### src/core/hdf_params.svh
`ifndef HDF_PARAMS_SVH
`define HDF_PARAMS_SVH

// ==========================================================
// Device addresses on the processor I/O bus
`define HDF_DEV_COUNT      8'h00
`define HDF_DEV_HOST_PTR   8'h01
`define HDF_DEV_CTL        8'h02
`define HDF_DEV_LOCAL_PTR  8'h03
`define HDF_DEV_FORMATTER  8'h04

// ==========================================================
// Control word reset value and writable mode field (bits 1..7)
`define HDF_CTL_RESET      16'h0000
`define HDF_MODE_MSB       7
`define HDF_MODE_LSB       1

// ==========================================================
// Format selector codes
`define HDF_FMT_INT32      2'h0
`define HDF_FMT_INT16      2'h1
`define HDF_FMT_BINEXP     2'h2
`define HDF_FMT_HEXEXP     2'h3

// ==========================================================
// Register reset values and burst switch meaning
`define HDF_COUNT_RESET    16'h0000
`define HDF_PTR_RESET      16'h0000
`define HDF_BURST_FULL     4'hf

`endif

### src/core/hdf_pkg.sv
// ==========================================================
// Shared types
package hdf_pkg;

  // Control word, bit 15 first (documented bit 0 sits at bit 15)
  typedef struct packed {
    logic       count_zero;
    logic       unconditional_irq_enable;
    logic       transfer_done_irq_enable;
    logic       halted_host_irq_enable;
    logic       done_host_irq_enable;
    logic       signalled_host_irq_enable;
    logic       conversion_range_error;
    logic       data_late;
    logic       burst_transfer;
    logic       local_memory_transfer_enable;
    logic       to_host_direction;
    logic       local_address_down;
    logic       host_address_down;
    logic [1:0] format_sel;
    logic       host_transfer_go;
  } hdf_ctl_t;

  // Processor I/O instruction strobes plus device select
  typedef struct packed {
    logic       in_strobe;
    logic       out_strobe;
    logic       sense_strobe;
    logic [7:0] device_select;
  } hdf_io_req_t;

  // Request pacer states
  typedef enum logic [1:0] {
    PACE_IDLE,
    PACE_ON,
    PACE_GAP
  } hdf_pace_state_t;

endpackage

### src/core/hdf_req_pacer.sv
`timescale 1ns/1ps
`include "hdf_params.svh"

// ==========================================================
// Host DMA request pacing
module hdf_req_pacer (
  input  wire logic       clk,          // System clock
  input  wire logic       rst,          // Sync reset, active high
  input  wire logic       go,           // Transfer active (next state)
  input  wire logic       ok,           // Formatter can serve the host
  input  wire logic       burst,        // Burst mode selected
  input  wire logic [3:0] burst_len,    // Burst switch, 0 means 16
  input  wire logic       grant,        // Host grant
  output logic            req           // DMA request to host
);

  hdf_pkg::hdf_pace_state_t state_reg;
  logic [3:0]               cnt_reg;
  logic [3:0]               limit;
  logic                     can_go;

  // Last word index of a burst
  assign limit  = (burst_len == 4'h0) ? `HDF_BURST_FULL : burst_len - 4'h1;
  assign can_go = go & ok;

  // Request state machine
  always_ff @(posedge clk) begin
    if (rst) begin
      state_reg <= hdf_pkg::PACE_IDLE;
      req       <= 1'b0;
      cnt_reg   <= 4'h0;
    end else begin
      case (state_reg)
        hdf_pkg::PACE_IDLE: begin
          if (can_go) begin
            state_reg <= hdf_pkg::PACE_ON;
            req       <= 1'b1;
            cnt_reg   <= 4'h0;
          end
        end
        hdf_pkg::PACE_ON: begin
          if (grant && (!burst || cnt_reg == limit)) begin
            state_reg <= hdf_pkg::PACE_GAP;
            req       <= 1'b0;
            cnt_reg   <= 4'h0;
          end else if (!can_go) begin
            state_reg <= hdf_pkg::PACE_IDLE;
            req       <= 1'b0;
          end else if (grant) begin
            cnt_reg <= cnt_reg + 4'h1;
          end
        end
        hdf_pkg::PACE_GAP: begin
          state_reg <= can_go ? hdf_pkg::PACE_ON : hdf_pkg::PACE_IDLE;
          req       <= can_go;
        end
        default: begin
          state_reg <= hdf_pkg::PACE_IDLE;
          req       <= 1'b0;
        end
      endcase
    end
  end

endmodule // hdf_req_pacer

### src/core/hdf_top.sv
`timescale 1ns/1ps
`include "hdf_params.svh"

// What this block does
// - Input bus chosen by direction and local-enable bits
// - Direction bit sets processor-to-host or host-to-processor
// - Host-down bit takes low half first
// - Formatter answers device 4 instructions with ready
// - Ready means accept when to-host, deliver otherwise
// - Standard and four mixed DMA modes
// - Count register at address 0 holds length
// - Host pointer register at address 1
// - Local pointer register at address 3
// - Go bit raises host request, grant moves word
// - Non-burst drops request one cycle per word
// - Burst drops request after switch-set word count
// - Transfer runs until count zero, a mode-changing control write, or reset
// - Range error flag set on conversion fault in to-host exponent formats
// - Unconditional enable sets internal irq flag
// - Done enable with go clear sets flag
// - Internal flag is level, testable by branch
// - Internal irq also needs priority grant
// - Host irqs need enable and condition
// - Writing go zero while active is harmless
// - Down bits decrement pointers, else increment
module hdf_top #(
  parameter int DATA_W = 32                  // Formatter word width
) (
  input  wire logic                clk,                 // System clock
  input  wire logic                rst,                 // Sync reset, active high
  input  wire hdf_pkg::hdf_io_req_t io_req,             // Processor I/O strobes
  input  wire logic [DATA_W-1:0]   io_input_bus,        // Processor output data
  output logic      [DATA_W-1:0]   io_read_bus,         // Data to processor
  output logic                     formatter_ready,     // Ready answer
  input  wire logic [15:0]         host_data_in,        // Host data bus in
  input  wire logic                host_dma_grant,      // Host DMA grant
  input  wire logic                host_pio_rd,         // Host programmed read
  input  wire logic                host_pio_wr,         // Host programmed write
  input  wire logic                host_ctl_wr,         // Host writes control word
  input  wire logic                host_fn_wr,          // Host clears signalled irq
  output logic                     host_dma_req,        // DMA request to host
  output logic      [15:0]         host_data_out,       // Host data bus out
  output logic      [15:0]         host_addr,           // Host memory address
  input  wire logic [DATA_W-1:0]   main_store_rdata,    // Main store read data
  output logic      [15:0]         main_store_addr,     // Main store address
  output logic                     main_store_rd,       // Main store read strobe
  output logic                     main_store_wr,       // Main store write strobe
  output logic      [DATA_W-1:0]   main_store_wdata,    // Main store write data
  input  wire logic                conv_fault,          // Exponent over/underflow
  input  wire logic                proc_halted,         // Processor halted
  input  wire logic                irq_priority_grant,  // Priority chain grant
  input  wire logic [3:0]          burst_switch,        // Burst length switch
  output logic                     internal_irq_flag,   // Level for branch test
  output logic                     host_irq             // Interrupt to host
);

  // ==========================================================
  // State
  hdf_pkg::hdf_ctl_t  ctl_reg;
  logic [15:0]        count_reg, hptr_reg, lptr_reg;
  logic [DATA_W-1:0]  fmt_word_reg;
  logic               fmt_full_reg, half_reg, ms_wait_reg, signal_pend_reg;

  // ==========================================================
  // Decode
  hdf_pkg::hdf_ctl_t  wr_ctl, ctl_next;
  logic               proc_ctl_wr, any_ctl_wr, to_host, local_en, single_half, dma_xfer;
  logic               host_take, host_put, last_half, proc_load, proc_unload, go_start;
  logic               ms_read_start, ms_write_start, go_end, fmt_full_next, half_next;
  logic [DATA_W-1:0]  fmt_word_next;
  logic [15:0]        half_out, hptr_step, lptr_step;

  // Which half the formatter handles; int16 moves one half per word
  assign to_host     = ctl_reg.to_host_direction;
  assign local_en    = ctl_reg.local_memory_transfer_enable;
  assign single_half = ctl_reg.format_sel == `HDF_FMT_INT16;
  assign last_half   = single_half | half_reg;

  // Host side moves: DMA cycles or host programmed I/O
  assign dma_xfer  = host_dma_grant & host_dma_req;
  assign host_take = to_host & ((dma_xfer & fmt_full_reg) | (host_pio_rd & fmt_full_reg));
  assign host_put  = !to_host & ((dma_xfer & !fmt_full_reg) | (host_pio_wr & !fmt_full_reg));

  // Processor side moves through device 4 unless main store is used
  assign proc_load   = io_req.out_strobe & (io_req.device_select == `HDF_DEV_FORMATTER)
                       & to_host & !fmt_full_reg & !local_en;
  assign proc_unload = io_req.in_strobe & (io_req.device_select == `HDF_DEV_FORMATTER)
                       & !to_host & fmt_full_reg & !local_en;
  assign ms_read_start  = local_en & to_host & !fmt_full_reg & !main_store_rd & !ms_wait_reg;
  assign ms_write_start = local_en & !to_host & fmt_full_reg & !main_store_wr;

  // Pointer steps
  assign hptr_step = ctl_reg.host_address_down ? hptr_reg - 16'h1 : hptr_reg + 16'h1;
  assign lptr_step = ctl_reg.local_address_down ? lptr_reg - 16'h1 : lptr_reg + 16'h1;

  // Control word writes
  assign proc_ctl_wr = io_req.out_strobe & (io_req.device_select == `HDF_DEV_CTL);
  assign any_ctl_wr  = proc_ctl_wr | host_ctl_wr;
  assign wr_ctl      = proc_ctl_wr ? hdf_pkg::hdf_ctl_t'(io_input_bus[15:0])
                                   : hdf_pkg::hdf_ctl_t'(host_data_in);
  assign go_start    = any_ctl_wr & !ctl_reg.host_transfer_go & wr_ctl.host_transfer_go
                       & (count_reg != 16'h0);
  assign go_end      = dma_xfer & (count_reg == 16'h1);

  // ==========================================================
  // Next control word
  always_comb begin
    ctl_next = ctl_reg;
    if (any_ctl_wr) begin
      ctl_next = wr_ctl;
      ctl_next.count_zero             = 1'b0;
      ctl_next.conversion_range_error = ctl_reg.conversion_range_error;
      ctl_next.data_late              = ctl_reg.data_late;
      if (proc_ctl_wr) begin
        ctl_next.signalled_host_irq_enable = ctl_reg.signalled_host_irq_enable;
      end
      if (ctl_reg.host_transfer_go) begin
        // Active: zero write leaves go set; changed mode ends it
        ctl_next.host_transfer_go =
          (wr_ctl[`HDF_MODE_MSB:`HDF_MODE_LSB] == ctl_reg[`HDF_MODE_MSB:`HDF_MODE_LSB]);
      end else begin
        ctl_next.host_transfer_go = go_start;
      end
      if (go_start) begin
        ctl_next.conversion_range_error = 1'b0;
        ctl_next.data_late              = 1'b0;
      end
    end
    if (go_end) begin
      ctl_next.host_transfer_go = 1'b0;
    end
    // Event set wins over the clear at start
    if (conv_fault && ctl_next.to_host_direction && ctl_next.format_sel[1]) begin
      ctl_next.conversion_range_error = 1'b1;
    end
    if ((host_pio_rd && to_host && !fmt_full_reg) || (host_pio_wr && !to_host && fmt_full_reg)) begin
      ctl_next.data_late = 1'b1;
    end
  end

  // Control register
  always_ff @(posedge clk) begin
    if (rst) begin
      ctl_reg <= hdf_pkg::hdf_ctl_t'(`HDF_CTL_RESET);
    end else begin
      ctl_reg <= ctl_next;
    end
  end

  // ==========================================================
  // Formatter word assembly
  always_comb begin
    fmt_word_next = fmt_word_reg;
    fmt_full_next = fmt_full_reg;
    half_next     = half_reg;
    if (proc_load) begin
      fmt_word_next = io_input_bus;
      fmt_full_next = 1'b1;
      half_next     = 1'b0;
    end else if (ms_wait_reg) begin
      fmt_word_next = main_store_rdata;
      fmt_full_next = 1'b1;
      half_next     = 1'b0;
    end else if (host_take) begin
      half_next     = !last_half;
      fmt_full_next = !last_half;
    end else if (host_put) begin
      // Host data bus is the source when direction is toward the processor
      if (single_half) begin
        fmt_word_next = {{(DATA_W-16){1'b0}}, host_data_in};
      end else if (ctl_reg.host_address_down ^ half_reg) begin
        fmt_word_next[15:0] = host_data_in;
      end else begin
        fmt_word_next[DATA_W-1:DATA_W-16] = host_data_in;
      end
      half_next     = !last_half;
      fmt_full_next = last_half;
    end else if (proc_unload || ms_write_start) begin
      fmt_full_next = 1'b0;
      half_next     = 1'b0;
    end
  end

  // Half presented to the host: low first when host address goes down
  always_comb begin
    if (single_half || (ctl_reg.host_address_down ^ half_next)) begin
      half_out = fmt_word_next[15:0];
    end else begin
      half_out = fmt_word_next[DATA_W-1:DATA_W-16];
    end
  end

  // Formatter registers
  always_ff @(posedge clk) begin
    if (rst) begin
      fmt_word_reg  <= '0;
      fmt_full_reg  <= 1'b0;
      half_reg      <= 1'b0;
      host_data_out <= 16'h0;
    end else begin
      fmt_word_reg  <= fmt_word_next;
      fmt_full_reg  <= fmt_full_next;
      half_reg      <= half_next;
      host_data_out <= half_out;
    end
  end

  // ==========================================================
  // Main store cycles per formatter word
  always_ff @(posedge clk) begin
    if (rst) begin
      main_store_rd    <= 1'b0;
      main_store_wr    <= 1'b0;
      ms_wait_reg      <= 1'b0;
      main_store_addr  <= `HDF_PTR_RESET;
      main_store_wdata <= '0;
    end else begin
      main_store_rd <= ms_read_start;
      main_store_wr <= ms_write_start;
      ms_wait_reg   <= main_store_rd;
      if (ms_read_start || ms_write_start) begin
        main_store_addr <= lptr_reg;
      end
      if (ms_write_start) begin
        main_store_wdata <= fmt_word_reg;
      end
    end
  end

  // ==========================================================
  // Count and pointer registers
  always_ff @(posedge clk) begin
    if (rst) begin
      count_reg <= `HDF_COUNT_RESET;
      hptr_reg  <= `HDF_PTR_RESET;
      lptr_reg  <= `HDF_PTR_RESET;
      host_addr <= `HDF_PTR_RESET;
    end else begin
      if (io_req.out_strobe && io_req.device_select == `HDF_DEV_COUNT) begin
        count_reg <= io_input_bus[15:0];
      end else if (dma_xfer) begin
        count_reg <= count_reg - 16'h1;
      end
      if (io_req.out_strobe && io_req.device_select == `HDF_DEV_HOST_PTR) begin
        hptr_reg  <= io_input_bus[15:0];
        host_addr <= io_input_bus[15:0];
      end else if (dma_xfer) begin
        hptr_reg  <= hptr_step;
        host_addr <= hptr_step;
      end
      if (io_req.out_strobe && io_req.device_select == `HDF_DEV_LOCAL_PTR) begin
        lptr_reg <= io_input_bus[15:0];
      end else if (ms_read_start || ms_write_start) begin
        lptr_reg <= lptr_step;
      end
    end
  end

  // ==========================================================
  // Processor reads and ready answers
  always_ff @(posedge clk) begin
    if (rst) begin
      io_read_bus     <= '0;
      formatter_ready <= 1'b0;
    end else begin
      formatter_ready <= 1'b0;
      if (io_req.in_strobe || io_req.out_strobe || io_req.sense_strobe) begin
        case (io_req.device_select)
          `HDF_DEV_COUNT, `HDF_DEV_HOST_PTR, `HDF_DEV_CTL, `HDF_DEV_LOCAL_PTR: begin
            formatter_ready <= 1'b1;
          end
          `HDF_DEV_FORMATTER: begin
            formatter_ready <= local_en ? 1'b0 : (to_host ? !fmt_full_reg : fmt_full_reg);
          end
          default: begin
            formatter_ready <= 1'b0;
          end
        endcase
      end
      if (io_req.in_strobe) begin
        case (io_req.device_select)
          `HDF_DEV_COUNT:     io_read_bus <= DATA_W'(count_reg);
          `HDF_DEV_HOST_PTR:  io_read_bus <= DATA_W'(hptr_reg);
          `HDF_DEV_CTL: begin
            io_read_bus <= DATA_W'({count_reg == 16'h0, ctl_reg[14:0]});
          end
          `HDF_DEV_LOCAL_PTR: io_read_bus <= DATA_W'(lptr_reg);
          `HDF_DEV_FORMATTER: io_read_bus <= proc_unload ? fmt_word_reg : io_read_bus;
          default:            io_read_bus <= '0;
        endcase
      end
    end
  end

  // ==========================================================
  // Signalled host interrupt condition
  always_ff @(posedge clk) begin
    if (rst) begin
      signal_pend_reg <= 1'b0;
    end else if (proc_ctl_wr && wr_ctl.signalled_host_irq_enable) begin
      signal_pend_reg <= 1'b1;
    end else if (host_fn_wr || proc_ctl_wr) begin
      signal_pend_reg <= 1'b0;
    end
  end

  // Interrupt levels
  always_ff @(posedge clk) begin
    if (rst) begin
      internal_irq_flag <= 1'b0;
      host_irq          <= 1'b0;
    end else begin
      internal_irq_flag <= irq_priority_grant
        & (ctl_reg.unconditional_irq_enable
        | (ctl_reg.transfer_done_irq_enable & !ctl_reg.host_transfer_go));
      host_irq <= (ctl_reg.halted_host_irq_enable & proc_halted)
        | (ctl_reg.done_host_irq_enable & !ctl_reg.host_transfer_go)
        | (ctl_reg.signalled_host_irq_enable & signal_pend_reg);
    end
  end

  // ==========================================================
  // Host request pacing
  hdf_req_pacer u_pacer (
    .clk       (clk),
    .rst       (rst),
    .go        (ctl_next.host_transfer_go),
    .ok        (to_host ? fmt_full_next : !fmt_full_next),
    .burst     (ctl_reg.burst_transfer),
    .burst_len (burst_switch),
    .grant     (host_dma_grant),
    .req       (host_dma_req)
  );

endmodule // hdf_top
### config.mk
export PLATFORM = sky130hd
export DESIGN_NAME = hdf_top
export DESIGN_NICKNAME = d
export VERILOG_FILES = /design/src/core/hdf_pkg.sv /design/src/core/hdf_req_pacer.sv /design/src/core/hdf_top.sv
export VERILOG_INCLUDE_DIRS = /design/src /design/src/core
export SDC_FILE = /design/constraint.sdc
export NUM_CORES = 1
export LEC_CHECK = 0
export BUFFER_PORTS_ARGS = -buffer_cell sky130_fd_sc_hd__buf_2
export CORE_UTILIZATION = 45
export DETAILED_ROUTE_END_ITERATION = 8
export GPL_TIMING_DRIVEN = 0
export HOLD_SLACK_MARGIN = 0.1
export PLACE_DENSITY = 0.73
export SETUP_SLACK_MARGIN = 0.2
export SLEW_MARGIN = 25
export SYNTH_ARGS = -nofsm -noshare
export SYNTH_HDL_FRONTEND = slang
export SYNTH_HIERARCHICAL = 1
export SYNTH_SLANG_ARGS = --single-unit
### constraint.sdc
create_clock -name clk -period 3.1 [get_ports clk]
set_clock_uncertainty 0.15 [all_clocks]
set_input_delay 0.155 -clock clk [delete_from_list [all_inputs] [get_ports clk]]
set_output_delay 0.155 -clock clk [all_outputs]
set_load 0.02 [all_outputs]
==> impl_metrics.env <==
export IMPL_cts_tree="built"
export IMPL_violations="setup timing"
export IMPL_r2r_cells=12
export IMPL_layout_setup_ws_ns=-0.144
export IMPL_nNetsFinal=1873
export IMPL_min_period_ns=3.24
export IMPL_dr_pass1_iters=8
export IMPL_antenna_found_initial=0
export IMPL_tightest_slew_ns=1.00
export IMPL_hold_viol_final=0
export IMPL_slew_headroom=0.332
export IMPL_yosys_top_cells_area="dfxtp_1 37%, nand2_1 6.7%, a21oi_1 5.9%"
export IMPL_cp_max_fo=6
export IMPL_grt_pass1_vias=11900
export IMPL_io_pins=223
export IMPL_vias=12800
export IMPL_grt_util_all_layers=0.348
export IMPL_drt_iter0_drc=1572
export IMPL_ys_flop_type="dfxtp_1"
export IMPL_syn_area_um2=11200
export IMPL_dp_slack_ns=-0.424
export IMPL_fmax_mhz=308
export IMPL_synth_distinct_cells=91
export IMPL_ys_seq_elements=207
export IMPL_r2r_end="u_pacer/cnt_reg[3]$_SDFFE_PP0P_"
export IMPL_dp_hpwl_mm=32.5
export IMPL_cts_htree_levels=1
export IMPL_die_y_um=160
export IMPL_yosysWarnings=6
export IMPL_grt_overflow=0
export IMPL_area_growth_pct=33.5
export IMPL_top_layer="met4"
export IMPL_ir_drop_uv=356
export IMPL_core_um2=24400
export IMPL_worstPathRequired_ns=3.40
export IMPL_cts_max_path_buffers=3
export IMPL_drc=0
export IMPL_grt_start_max_net_pins=15
export IMPL_maxCapViolCount=0
export IMPL_wl_met1_mm=17.8
export IMPL_rsz0062_at_grt="yes"
export IMPL_yosysSeqAreaShare=0.369
export IMPL_p_leak_nw=6.26
export IMPL_synth_edf_count=0
export IMPL_placed_cell_area_um2=12800
export IMPL_design_area_um2=15000
export IMPL_die_width_um=160
export IMPL_worstPathArrival_ns=3.54
export IMPL_synth_avg_cell_area_um2=8.27
export IMPL_async_flop_share=0
export IMPL_cts_reportedPaths_clkPinSlew_ns=0.06
export IMPL_synth_top_area_cell="dfxtp_1"
export IMPL_io_buffers=219
export IMPL_regArea_um2=4160
export IMPL_timing_final_crit_share=1.05
export IMPL_ant_nets=0
export IMPL_rrSetupSlack_ns=-0.14
export IMPL_p_per_area_nw_per_um2=472
export IMPL_multi_input_area_um2=6710
export IMPL_setup_viol=3
export IMPL_route_met3_wl_mm=5.19
export IMPL_clock_latency_ns=0.52
export IMPL_synth_top_area_frac=0.369
export IMPL_grt_pass1_wl_mm=69.4
export IMPL_rows=57
export IMPL_start_util=0.460
export IMPL_gp_congestion=0.987
export IMPL_slew_viol_final=0
export IMPL_nFillCells=2113
export IMPL_holdPathStages=5
export IMPL_power_w=0.00707
export IMPL_syn_inst=1358
export IMPL_min_from="io_req[3]"
export IMPL_wire_per_inst_um=22.3
export IMPL_worstSetupPathType="reg -> reg"
export IMPL_rr_startpoint="local_en$_SDFFE_PP0N_"
export IMPL_startpoint_type="flip-flop"
export IMPL_min_path_type="in -> reg"
export IMPL_status="finished, violations left"
export IMPL_route_met2_wl_mm=20.1
export IMPL_min_to="count_reg[3]$_SDFFE_PP0P_"
export IMPL_via_per_inst=6.15
export IMPL_die_area_um2=25600
export IMPL_cts_buffers=23
export IMPL_synth_nets=1498
export IMPL_whs_ns=0.114
export IMPL_wirelength_mm=46.1
export IMPL_synth_most_common_cell="dfxtp_1"
export IMPL_cts_root_buf="clkbuf_16"
export IMPL_synth_common_cells="207 x dfxtp_1, 199 x nand2_1, 145 x nor2_1"
export IMPL_drive_above_1_share=0.218
export IMPL_cts_sinks=207
export IMPL_crit_path_end_kind="flip-flop"
==> routing by layer <==
| layer | GRT usage | up-vias |
|---|---|---|
| met4 | 0.208 | 0 |
| li1 | - | 5685 |
| met1 | 0.448 | 5896 |
| met3 | 0.0753 | 257 |
| met5 | 0 | - |
| met2 | 0.536 | 923 |
==> critical path, stage by stage, from the launching register on <==
cell,delay (ns)
dfxtp_1,0.33
buf_6,0.12
buf_4,0.13
a222oi_1,0.43
nand4_1,0.19
a221oi_2,0.35
a41o_1,0.29
nand3b_1,0.13
a21oi_2,0.18
a21boi_4,0.22
a41oi_4,0.07
or4_4,0.45
a21oi_2,0.13
==> timing repair <==
item	in CTS	in global routing
setup buffers	10	2
resized for setup	15	36
hold buffers	118	3
pin swaps	10	12
endpoints found under the setup margin	8	33
endpoints found under the hold margin	122	3
==> cell type report <==
class	count	area share
clock buffers	32	0.0441
multi-input cells	1037	0.448
well taps	324	0.0271
clock inverters	9	0.00693
repair buffers	350	0.159
flip-flops and latches	207	0.278
plain buffers	82	0.0290
diodes	1	0.000167
inverters	32	0.00827
==> cell usage in the layout (no fill, tap or decap), types with 11 or more instances in the layout <==
| cell type | count |
|---|---|
| buf_2 | 232 |
| dfxtp_1 | 200 |
| nand2_1 | 199 |
| nor2_1 | 141 |
| a21oi_1 | 129 |
| dlygate4sd3_1 | 119 |
| clkbuf_1 | 56 |
| a211oi_1 | 51 |
| o21ai_0 | 41 |
| o21ai_1 | 34 |
| nor3_1 | 33 |
| ha_1 | 33 |
| inv_1 | 30 |
| xnor2_1 | 25 |
| mux2i_1 | 25 |
| clkbuf_16 | 24 |
| nand3_1 | 21 |
| and3_1 | 21 |
| nor2b_1 | 18 |
| a22oi_1 | 17 |
| xor2_1 | 16 |
| a221o_1 | 16 |
| mux4_2 | 13 |
| a311oi_1 | 12 |
| o211ai_1 | 12 |
| mux2_2 | 11 |
| o21a_1 | 11 |
| buf_4 | 11 |
==> per-stage QoR <==
| step | std cells | TNS, ns | utilization |
|---|---|---|---|
| 2_1_floorplan | 1358 | 0 | - |
| 3_3_place_gp | 1901 | -0.823 | 0.524 |
| 3_5_place_dp | 1901 | -1.10 | 0.524 |
| 4_1_cts | 2070 | -0.300 | 0.608 |
| 5_1_grt | 2073 | -0.572 | 0.614 |
| 6_report | 2074 | -0.296 | 0.614 |
==> worst max path at each step <==
stage | slack (ns) | startpoint | endpoint
after global placement | -0.36 | io_req[5] | u_pacer/cnt_reg[3]$_SDFFE_PP0P_
after floorplan | 0.18 | count_reg[11]$_SDFFE_PP0P_ | u_pacer/cnt_reg[2]$_SDFFE_PP0P_
final | -0.14 | local_en$_SDFFE_PP0N_ | u_pacer/cnt_reg[3]$_SDFFE_PP0P_
after detailed placement | -0.42 | io_req[5] | u_pacer/cnt_reg[3]$_SDFFE_PP0P_
after global routing | -0.25 | to_host$_SDFF_PP0_ | u_pacer/cnt_reg[3]$_SDFFE_PP0P_
after CTS | -0.18 | to_host$_SDFF_PP0_ | u_pacer/cnt_reg[3]$_SDFFE_PP0P_
==> cell families (layout without fill, tap and decap cells) <==
| family | after synthesis | after routing | synth area share |
|---|---|---|---|
| simple gates | 510 | 510 | 0.212 |
| other cells | 0 | 1 | 0 |
| xor+xnor | 43 | 43 | 0.0342 |
| mux | 61 | 61 | 0.0760 |
| flops | 207 | 207 | 0.369 |
| buf+inv | 114 | 505 | 0.0445 |
| compound gates | 388 | 388 | 0.224 |
| fa+ha+maj | 35 | 35 | 0.0403 |
==> power breakdown <==
group	internal (W)	switching (W)	total [W]
combinational	0.000600	0.000748	0.00135
clock	0.00166	0.00117	0.00283
sequential	0.00277	0.000133	0.00290
total	0.00503	0.00205	0.00707
(Power assumes the default switching activity.)
